File: src/include/uvh_pkg.sv
// Constants and types of the light sensor host port
package uvh_pkg;
  localparam logic [6:0] OWN_ADDR   = 7'h60;
  localparam logic [6:0] GC_ADDR    = 7'h00;
  localparam logic [7:0] GC_RESET   = 8'h06;
  localparam logic [5:0] REG_KEY    = 6'h07;
  localparam logic [5:0] REG_CMD    = 6'h18;
  localparam logic [5:0] REG_RESP   = 6'h20;
  localparam logic [5:0] REG_IRQ    = 6'h21;
  localparam logic [5:0] REG_CAL_LO = 6'h22;
  localparam logic [5:0] REG_CAL_HI = 6'h2D;
  localparam logic [5:0] REG_AUX    = 6'h2C;
  localparam logic [7:0] CMD_NOP    = 8'h00;
  localparam logic [7:0] CMD_RESET  = 8'h01;
  localparam logic [7:0] CMD_UV     = 8'h06;
  localparam logic [7:0] CMD_CAL    = 8'h12;
  localparam logic [7:0] KEY_VAL    = 8'h17;
  localparam logic [3:0] ERR_BADCMD = 4'h8;
  localparam int         AI_BIT     = 6;
  localparam logic [3:0] CAL_LAST   = 4'(REG_CAL_HI - REG_CAL_LO);
  localparam int         CLK_NS     = 25;
  localparam int         UV_NS      = 285000;
  localparam int         INIT_NS    = 25000;
  localparam int         UV_CYC     = (UV_NS + CLK_NS - 1) / CLK_NS;
  localparam int         INIT_CYC   = (INIT_NS + CLK_NS - 1) / CLK_NS;
  typedef enum logic [2:0] {
    SQ_OFF, SQ_INIT, SQ_STBY, SQ_CAL, SQ_MEAS, SQ_AUX, SQ_DONE
  } uvh_seq_t;
  typedef enum logic [2:0] {
    IS_IDLE, IS_ADDR, IS_AACK, IS_WR, IS_WACK, IS_RD, IS_RACK, IS_RNXT
  } uvh_i2c_t;
endpackage

File: src/verilog/uvh_host_port.sv
// I2C register port, sequencer modes and interrupt line of the UV sensor
// How it works
// - UV result times 100 lands in aux
// - Command 0x12 at 0x18 recovers calibration if key 0x07 holds 0x17
// - Calibration fills registers 0x22 to 0x2D
// - Interrupt output only ever pulls low
// - Acknowledge own 7-bit address 0x60
// - Answer general call, reset on 0x06
// - Only 7-bit addressing, never 10-bit
// - First write byte sets pointer, rest store
// - Pointer-only write prepares a later read
// - Reads stream registers from current pointer
// - Pointer bits 5:0, bit 6 disables increment
// - Increment per byte unless disabled
// - Reset goes off, then straight to init
// - After init enter standby, port live
// - Interrupt holds until host clears it
// - Only command writes wake the sequencer
// - Reply low nibble counts, high nibble errors
`timescale 1ns/1ps
module uvh_host_port #(
  parameter int          UV_CYC   = uvh_pkg::UV_CYC,
  parameter int          INIT_CYC = uvh_pkg::INIT_CYC,
  parameter logic [95:0] CAL_DATA = 96'h0B0A09080706050403020100
) (
  // Clock and reset
  input  wire logic        i_clk_sys,
  input  wire logic        i_sys_rst,
  // I2C pins
  input  wire logic        i_scl,
  input  wire logic        i_sda,
  output logic             o_sda_o,
  output logic             o_sda_oe,
  // Interrupt pin
  output logic             o_int_o,
  output logic             o_int_oe,
  // Measurement core
  input  wire logic [15:0] i_uv_x100,
  output logic             o_standby
);
  localparam int MX = (UV_CYC > INIT_CYC) ? UV_CYC : INIT_CYC;
  localparam int CW = $clog2(MX + 1);
  if (UV_CYC < 1 || INIT_CYC < 1) begin : g_chk
    $error("cycle counts must be at least one");
  end

  ////////////////////////////////////////////////////////////////////////
  // Pin synchronisers and bus events
  logic sc1_r, sc2_r, sc3_r, sd1_r, sd2_r, sd3_r;
  always_ff @(posedge i_clk_sys or posedge i_sys_rst) begin
    if (i_sys_rst) begin
      {sc1_r, sc2_r, sc3_r, sd1_r, sd2_r, sd3_r} <= 6'h3F;
    end else begin
      {sc1_r, sc2_r, sc3_r} <= {i_scl, sc1_r, sc2_r};
      {sd1_r, sd2_r, sd3_r} <= {i_sda, sd1_r, sd2_r};
    end
  end
  logic rise, fall, start, stop;
  assign rise  = sc2_r & ~sc3_r;
  assign fall  = ~sc2_r & sc3_r;
  assign start = sc2_r & sc3_r & sd3_r & ~sd2_r;
  assign stop  = sc2_r & sc3_r & ~sd3_r & sd2_r;

  ////////////////////////////////////////////////////////////////////////
  // Register array and shared state
  logic [7:0]       mem [64];
  uvh_pkg::uvh_seq_t sq_r, sq_nxt;
  logic             irq_r, irq_nxt, irq_set, irq_clr;
  logic             live;
  logic [7:0]       rd_byte;
  assign live    = !(sq_r inside {uvh_pkg::SQ_OFF, uvh_pkg::SQ_INIT});
  assign o_standby = (sq_r == uvh_pkg::SQ_STBY);

  ////////////////////////////////////////////////////////////////////////
  // I2C slave
  uvh_pkg::uvh_i2c_t ist_r, ist_nxt;
  logic [2:0] bit_r, bit_nxt;
  logic [7:0] sh_r, sh_nxt;
  logic [5:0] ptr_r, ptr_nxt;
  logic       oe_r, oe_nxt, rw_r, rw_nxt, gc_r, gc_nxt, first_r, first_nxt;
  logic       aid_r, aid_nxt, wr_en, cmd_wr, gc_rst;

  assign rd_byte = (ptr_r == uvh_pkg::REG_IRQ) ? {7'h00, irq_r} : mem[ptr_r];

  always_comb begin
    ist_nxt   = ist_r;
    bit_nxt   = bit_r;
    sh_nxt    = sh_r;
    ptr_nxt   = ptr_r;
    oe_nxt    = oe_r;
    rw_nxt    = rw_r;
    gc_nxt    = gc_r;
    first_nxt = first_r;
    aid_nxt   = aid_r;
    wr_en     = 1'b0;
    cmd_wr    = 1'b0;
    gc_rst    = 1'b0;
    irq_clr   = 1'b0;
    if (!live || stop) begin
      ist_nxt = uvh_pkg::IS_IDLE;
      oe_nxt  = 1'b0;
    end else if (start) begin
      ist_nxt = uvh_pkg::IS_ADDR;
      bit_nxt = 3'h0;
      oe_nxt  = 1'b0;
    end else begin
      unique case (ist_r)
        uvh_pkg::IS_IDLE: ;
        uvh_pkg::IS_ADDR, uvh_pkg::IS_WR: if (rise) begin
          sh_nxt  = {sh_r[6:0], sd2_r};
          bit_nxt = bit_r + 3'h1;
          if (bit_r == 3'h7) begin
            ist_nxt = (ist_r == uvh_pkg::IS_ADDR) ? uvh_pkg::IS_AACK : uvh_pkg::IS_WACK;
          end
        end
        uvh_pkg::IS_AACK: if (fall) begin
          if (oe_r) begin
            bit_nxt = 3'h0;
            if (rw_r) begin
              sh_nxt  = rd_byte;
              oe_nxt  = ~rd_byte[7];
              ist_nxt = uvh_pkg::IS_RD;
            end else begin
              oe_nxt  = 1'b0;
              ist_nxt = uvh_pkg::IS_WR;
            end
          end else if (sh_r[7:1] == uvh_pkg::OWN_ADDR || sh_r == 8'h00) begin
            oe_nxt    = 1'b1;
            rw_nxt    = sh_r[0];
            gc_nxt    = (sh_r[7:1] == uvh_pkg::GC_ADDR);
            first_nxt = 1'b1;
          end else begin
            ist_nxt = uvh_pkg::IS_IDLE;
          end
        end
        uvh_pkg::IS_WACK: if (fall) begin
          if (oe_r) begin
            oe_nxt  = 1'b0;
            bit_nxt = 3'h0;
            ist_nxt = uvh_pkg::IS_WR;
          end else begin
            oe_nxt = 1'b1;
            if (gc_r) begin
              gc_rst = (sh_r == uvh_pkg::GC_RESET);
            end else if (first_r) begin
              ptr_nxt   = sh_r[5:0];
              aid_nxt   = sh_r[uvh_pkg::AI_BIT];
              first_nxt = 1'b0;
            end else begin
              wr_en   = 1'b1;
              cmd_wr  = (ptr_r == uvh_pkg::REG_CMD);
              irq_clr = (ptr_r == uvh_pkg::REG_IRQ) && sh_r[0];
              if (!aid_r) begin
                ptr_nxt = ptr_r + 6'h01;
              end
            end
          end
        end
        uvh_pkg::IS_RD: begin
          if (rise) begin
            bit_nxt = bit_r + 3'h1;
            if (bit_r == 3'h7) begin
              ist_nxt = uvh_pkg::IS_RACK;
            end
          end else if (fall) begin
            sh_nxt = {sh_r[6:0], 1'b0};
            oe_nxt = ~sh_r[6];
          end
        end
        uvh_pkg::IS_RACK: if (fall) begin
          oe_nxt = 1'b0;
        end else if (rise) begin
          if (!aid_r) begin
            ptr_nxt = ptr_r + 6'h01;
          end
          ist_nxt = sd2_r ? uvh_pkg::IS_IDLE : uvh_pkg::IS_RNXT;
        end
        uvh_pkg::IS_RNXT: if (fall) begin
          sh_nxt  = rd_byte;
          oe_nxt  = ~rd_byte[7];
          bit_nxt = 3'h0;
          ist_nxt = uvh_pkg::IS_RD;
        end
      endcase
    end
  end

  always_ff @(posedge i_clk_sys or posedge i_sys_rst) begin
    if (i_sys_rst) begin
      ist_r <= uvh_pkg::IS_IDLE;
      {bit_r, sh_r, ptr_r} <= 17'h00000;
      {oe_r, rw_r, gc_r, first_r, aid_r} <= 5'h00;
    end else begin
      ist_r <= ist_nxt;
      {bit_r, sh_r, ptr_r} <= {bit_nxt, sh_nxt, ptr_nxt};
      {oe_r, rw_r, gc_r, first_r, aid_r} <= {oe_nxt, rw_nxt, gc_nxt, first_nxt, aid_nxt};
    end
  end
  assign o_sda_o  = 1'b0;
  assign o_sda_oe = oe_r;

  ////////////////////////////////////////////////////////////////////////
  // Sequencer: modes, commands, calibration and UV result
  logic [CW-1:0] cnt_r, cnt_nxt;
  logic [3:0]    idx_r, idx_nxt;
  logic [7:0]    rv_r, rv_nxt, s_data;
  logic [15:0]   uv_r, uv_nxt;
  logic [5:0]    s_addr;
  logic          s_we, grant;
  logic [7:0]    resp_inc;
  assign resp_inc = {4'h0, mem[uvh_pkg::REG_RESP][3:0] + 4'h1};
  assign grant    = s_we & ~wr_en;

  always_comb begin
    sq_nxt  = sq_r;
    cnt_nxt = cnt_r;
    idx_nxt = idx_r;
    rv_nxt  = rv_r;
    uv_nxt  = uv_r;
    s_we    = 1'b0;
    s_addr  = uvh_pkg::REG_RESP;
    s_data  = rv_r;
    irq_set = 1'b0;
    unique case (sq_r)
      uvh_pkg::SQ_OFF: begin
        sq_nxt  = uvh_pkg::SQ_INIT;
        cnt_nxt = CW'(INIT_CYC - 1);
      end
      uvh_pkg::SQ_INIT: begin
        if (cnt_r == '0) begin
          sq_nxt = uvh_pkg::SQ_STBY;
        end else begin
          cnt_nxt = cnt_r - 1'b1;
        end
      end
      uvh_pkg::SQ_STBY: if (cmd_wr) begin
        idx_nxt = 4'h0;
        if (sh_r == uvh_pkg::CMD_RESET) begin
          sq_nxt = uvh_pkg::SQ_OFF;
        end else if (mem[uvh_pkg::REG_KEY] == uvh_pkg::KEY_VAL) begin
          sq_nxt = uvh_pkg::SQ_DONE;
          rv_nxt = {uvh_pkg::ERR_BADCMD, resp_inc[3:0]};
          if (sh_r == uvh_pkg::CMD_NOP) begin
            rv_nxt = 8'h00;
          end else if (sh_r == uvh_pkg::CMD_CAL) begin
            sq_nxt = uvh_pkg::SQ_CAL;
          end else if (sh_r == uvh_pkg::CMD_UV) begin
            sq_nxt  = uvh_pkg::SQ_MEAS;
            cnt_nxt = CW'(UV_CYC - 1);
          end
        end
      end
      uvh_pkg::SQ_CAL: begin
        s_we   = 1'b1;
        s_addr = uvh_pkg::REG_CAL_LO + {2'b00, idx_r};
        s_data = CAL_DATA[{idx_r, 3'b000} +: 8];
        if (grant) begin
          idx_nxt = idx_r + 4'h1;
          if (idx_r == uvh_pkg::CAL_LAST) begin
            sq_nxt = uvh_pkg::SQ_DONE;
            rv_nxt = resp_inc;
          end
        end
      end
      uvh_pkg::SQ_MEAS: begin
        if (cnt_r == '0) begin
          uv_nxt = i_uv_x100;
          sq_nxt = uvh_pkg::SQ_AUX;
        end else begin
          cnt_nxt = cnt_r - 1'b1;
        end
      end
      uvh_pkg::SQ_AUX: begin
        s_we   = 1'b1;
        s_addr = uvh_pkg::REG_AUX + {5'h00, idx_r[0]};
        s_data = idx_r[0] ? uv_r[15:8] : uv_r[7:0];
        if (grant) begin
          idx_nxt = idx_r + 4'h1;
          if (idx_r[0]) begin
            sq_nxt  = uvh_pkg::SQ_DONE;
            rv_nxt  = resp_inc;
            irq_set = 1'b1;
          end
        end
      end
      uvh_pkg::SQ_DONE: begin
        s_we = 1'b1;
        if (grant) begin
          sq_nxt = uvh_pkg::SQ_STBY;
        end
      end
    endcase
    if (gc_rst) begin
      sq_nxt = uvh_pkg::SQ_OFF;
    end
    // A new event wins over a clear in the same cycle
    irq_nxt = irq_set | (irq_r & ~irq_clr);
    if (sq_r == uvh_pkg::SQ_OFF) begin
      irq_nxt = 1'b0;
    end
  end

  always_ff @(posedge i_clk_sys or posedge i_sys_rst) begin
    if (i_sys_rst) begin
      sq_r  <= uvh_pkg::SQ_OFF;
      cnt_r <= '0;
      idx_r <= 4'h0;
      rv_r  <= 8'h00;
      uv_r  <= 16'h0000;
      irq_r <= 1'b0;
    end else begin
      sq_r  <= sq_nxt;
      cnt_r <= cnt_nxt;
      idx_r <= idx_nxt;
      rv_r  <= rv_nxt;
      uv_r  <= uv_nxt;
      irq_r <= irq_nxt;
    end
  end

  always_ff @(posedge i_clk_sys or posedge i_sys_rst) begin
    if (i_sys_rst) begin
      for (int i = 0; i < 64; i++) begin
        mem[i] <= 8'h00;
      end
    end else if (sq_r == uvh_pkg::SQ_OFF) begin
      for (int i = 0; i < 64; i++) begin
        mem[i] <= 8'h00;
      end
    end else if (wr_en) begin
      mem[ptr_r] <= sh_r;
    end else if (grant) begin
      mem[s_addr] <= s_data;
    end
  end

  // Open-drain interrupt: drive low only while pending
  assign o_int_o  = 1'b0;
  assign o_int_oe = irq_r;
endmodule

File: config.mk
export PLATFORM = sky130hd
export DESIGN_NAME = uvh_host_port
export DESIGN_NICKNAME = d
export VERILOG_FILES = /design/src/include/uvh_pkg.sv /design/src/verilog/uvh_host_port.sv
export SDC_FILE = /design/constraint.sdc
export NUM_CORES = 1
export LEC_CHECK = 0
export BUFFER_PORTS_ARGS = -buffer_cell sky130_fd_sc_hd__buf_2
export CORE_ASPECT_RATIO = 0.8
export CORE_MARGIN = 2
export CORE_UTILIZATION = 40
export DETAILED_ROUTE_END_ITERATION = 10
export SYNTH_ARGS = -nofsm -noshare
export SYNTH_HDL_FRONTEND = slang
export SYNTH_SLANG_ARGS = --single-unit
File: constraint.sdc
create_clock -name i_clk_sys -period 19.21 [get_ports i_clk_sys]
set_clock_uncertainty 0.2 [all_clocks]
set_input_delay 3.842 -clock i_clk_sys [delete_from_list [all_inputs] [get_ports i_clk_sys]]
set_output_delay 3.842 -clock i_clk_sys [all_outputs]
set_load 0.02 [all_outputs]
## Word level (Yosys, flattened, before mapping)

Index checks and enable logic that the tools add are counted.

- Bits in registers: 589
- Input port bits: 20
- Output and inout bits: 5
- Word-level logic and storage cells: 378

- $add $sub $neg: 7
- Magnitude comparators: 4
- Eq/ne operators: 75
- Shift-type cells: 1
- Multiplexer cells: 143
- Bitwise logic cells: 24
- Reductions and logical operators: 39

Operators with widths:

| operator | count |
|---|---|
| 512-bit two-way mux | 3 |
| 512-bit bitwise mux | 2 |
| 8-bit two-way mux | 21 |
| 3-bit two-way mux | 35 |
| 14-bit two-way mux | 7 |
| 8-bit demux with 6-bit select | 2 |
| 96-bit by 8-bit indexed part select with 8-bit output (first input constant) | 1 |
| 4-bit inequality test (second input constant) | 13 |
| 1-bit two-way mux | 50 |
| 8-bit binary-select mux with 6-bit select | 1 |
| 2-bit inequality test (second input constant) | 22 |
| 6-bit two-way mux | 7 |
| 14-bit one-hot mux with 3 select lines | 1 |
| 8-bit one-hot mux with 4 select lines | 1 |
| 3-bit equality test (second input constant) | 8 |
| 6-bit one-hot mux with 2 select lines | 2 |
| 8-bit one-hot mux with 3 select lines | 1 |
| 8-bit AND reduction | 3 |
| 3-bit inequality test (second input constant) | 7 |
| 3-bit one-hot mux with 7 select lines | 1 |
| 3-bit one-hot mux with 6 select lines | 1 |
| 9-bit AND reduction | 2 |
| 8-bit by 5-bit equality test with 1-bit output (second input constant) | 2 |
| 8-bit one-hot mux with 2 select lines | 1 |
| 50 further kinds | 99 |

## Depth between registers and ports, before layout

- Word-level depth: 13
- Depth in mapped cells: 12

## Worst setup path before layout

No wires, ideal clock.

- Kind: reg2out
- From: register sq_r[1]
- To: output o_standby
- Arrival: 1.152 ns
- Required time: 15.168 ns
- Setup slack: 14.016 ns
- Stages on the path, launching flop included: 5
- Path buffers: 1
- Path through: dfrtp_1 buf_2 and2b_1 nand2_1 clkinv_1

- Word-level cells in the longest chain between the ends: 1

RTL lines:

| element | line | source |
|---|---|---|
| start, declared | uvh_host_port.sv:67 | `uvh_pkg::uvh_seq_t sq_r, sq_nxt;` |
| start signal, assigned | uvh_host_port.sv:305 | `sq_r <= uvh_pkg::SQ_OFF;` |
| start signal, assigned | uvh_host_port.sv:312 | `sq_r <= sq_nxt;` |
| 3-bit by 2-bit equality test with 1-bit output | uvh_host_port.sv:72 | `assign o_standby = (sq_r == uvh_pkg::SQ_STBY);` |
| end, declared | uvh_host_port.sv:39 | `output logic o_standby` |

Every way passes these cells.

==> results.toml <==
[run_status]
status = "completed"

[clock_network]
cts_root_buffer = "clkbuf_16"
postCtsSetupBuffers = 0
worstSkewPairLatency_ps = 660
clk_path_buf_depth = 3
htreeDepth = 2
cts.clk_slew.worst_paths_ps = 60
cts_buffers = 59
post_cts_resized = 0
cts_tree = "done"
cts_num_sinks = 586
postCtsHoldBufs = 0

[cells_and_area]
fin_nets = 2881
area_delta_synth_final_pct = 9.18
drive_gt1_share_pct = 12.9

[routing]
vias = 25100
drtPass1Iterations = 6
avgViaCountPerCell = 6.43
drc = 0
drtAntennaViolNets = 0
drtIter0Drc = 3111
drt_wl_total_um = 107000
wl_per_cell_um = 27.6

[critical_path]
reg2reg_from = "ptr_r[2]"
r2r-end = "o_sda_oe"
cp_slowest_cell = "buf_4"
crit_fanout = 184
arrival_ps = 7280
cp_common_cell = "buf_4"
cp.required_ps = 19660
crit_start = "i_sys_rst"
crit_chain = "buf_2, clkinvlp_4, buf_4, buf_12, buf_4, buf_4"
reg2reg_depth = 9
path_class = "input port to asynchronous set/reset pin"
cp_top_family = "buffers and inverters"
timing.critical_path.buf_inv = 6
end_kind = "asynchronous set/reset pin"
cp-start-kind = "input port"
rrSetupSlack_ps = 14000
max_stage_delay_ps = 800

[synthesis]
synth_most_common_cell = "dfrtp_1"
synth_edf_count = 0
yosysTopAreaCellShare_pct = 48.3
synthArstFlopShare_pct = 100
synth-seq-cells = 586
ys_top_cells_by_count = "580 x dfrtp_1, 407 x nand2_1, 298 x nor2_1, 247 x mux2i_1, 153 x o21ai_0"
ys.flop_type = "dfrtp_1"
yosys.area.top_type = "dfrtp_1"
yosys-top-cells-area = "dfrtp_1 48%, mux2i_1 8.2%, nand2_1 5.1%"
synth.yosys.seq_area_share_pct = 48.8
syn_inst = 2928
synth_area_um2 = 30000
ys_warn_count = 0
synth_cell_types = 99
synth_area_per_cell_um2 = 10.3

[global_routing]
grt_usage_pct = 27.7
grt_pass1_wl_um = 162000
grt_antenna_before_repair = 0
grt_max_degree = 255
grt_pass1_vias = 24600
grt-ovfl-total = 0

[timing]
rsz0062_at_grt = "false"
setup_viol = 0
maxSlewViolCount = 0
max_slew_margin_pct = 11.7
hold_violations = 0
fmax_mhz = 146
fin_crit_sh_pct = 35.6
finalCriticalPeriod_ps = 6830
tns_ps = 0
tightest_slew_ps = 1320

[place]
dpl.hpwl_um = 70400
routabilityCongestion = 0.935
port_buffers = 22

[worst_hold_path]
min_to = "sc2_r"
hp-class = "flop to flop"
hold_start = "sc1_r"
whs_path_depth = 0

[die]
initial_core_util_pct = 40.6
die_y_um = 249
io-pin-count = 25
die_x_um = 310
die-area_um2 = 77300
coreArea_um2 = 74100
num_rows = 89

[pwr]
pwr_density_cell_nw_per_um2 = 75.3
report.power.total_w = 0.00247
p_leak_nw = 14.3
vdd_drop_max_mv = 0.0681

[job]
cap_violations = 0
[per-stage QoR]
| step | hold slack, ps | cells | cell area, µm² | setup WS (ps) | util [%] |
|---|---|---|---|---|---|
| after floorplan | 145 | 2929 | 30100 | 7190 | - |
| after global placement | 146 | 3791 | 30800 | 11750 | 41.6 |
| after detailed placement | 149 | 3791 | 30800 | 11630 | 41.6 |
| after CTS | 158 | 3896 | 32800 | 12320 | 44.3 |
| after global routing | 164 | 3896 | 32800 | 11890 | 44.3 |
| final | 156 | 3897 | 32800 | 12380 | 44.3 |
[final cells by class]
cell class	count	area [µm²]
well taps	1001	1250
flip-flops and latches	586	14700
diodes	1	2.50
multi-input cells	2106	14300
repair buffers	68	493
inverters	30	116
fillers	6975	41200
clock inverters	19	272
clock buffers	86	1700
[routing by layer]
metal	part of all wire, %	vias to the layer above	track usage (%)
met5	0	-	0
met4	4.2	0	11.1
li1	-	10600	-
met1	42	12800	38.7
met2	42	1443	39.0
met3	12	285	9.38
[report_power, final]
group	internal [W]	switching [W]	leakage, nW	total [W]
Clock	0.000690	0.000514	0.973	0.00120
Sequential	0.00124	0.00000109	8.11	0.00124
Combinational	0.00000360	0.0000266	5.20	0.0000302
[sequential cells by signal (all words and copies together), names as in the netlist, 3 cells and up]
name	cells
rv_r	5
ist_r	3
bit_r	3
idx_r	4
mem	512
sh_r	8
uv_r	16
cnt_r	14
ptr_r	6
sq_r	3
[worst max path at each step]
stage / cells past startpoint / to / slack, ps
6_report: 6 / mem[401] / 12380
5_1_grt: 6 / sh_r[6] / 11890
4_1_cts: 6 / sh_r[6] / 12320
3_5_place_dp: 6 / sh_r[6] / 11630
3_3_place_gp: 6 / sh_r[6] / 11750
2_1_floorplan: 1 / aid_r / 7190
[kinds of logic (layout without fill, tap and decap cells)]
kind of cell    count (synthesis)  count (layout)  share of synthesized area, %
fa+ha+maj                      10              10                         0.416
simple gates                  979             979                          15.2
compound gates                743             743                          17.6
buf+inv                       237             203                          3.73
other cells                     1               3                        0.0125
mux                           363             363                          14.0
flops                         586             586                          48.8
xor+xnor                        9               9                         0.262
[cells in the final DEF (no fill, tap or decap), types with 51 or more instances in the layout]
| cell type | count |
|---|---|
| clkbuf_16 | 59 |
| a21oi_1 | 134 |
| mux2_2 | 76 |
| nand2_1 | 407 |
| o2bb2ai_1 | 51 |
| dfrtp_1 | 573 |
| a22o_1 | 72 |
| o21ai_0 | 153 |
| mux2i_1 | 247 |
| nor2_1 | 297 |
No activity file was read; power rests on OpenSTA's default activity.
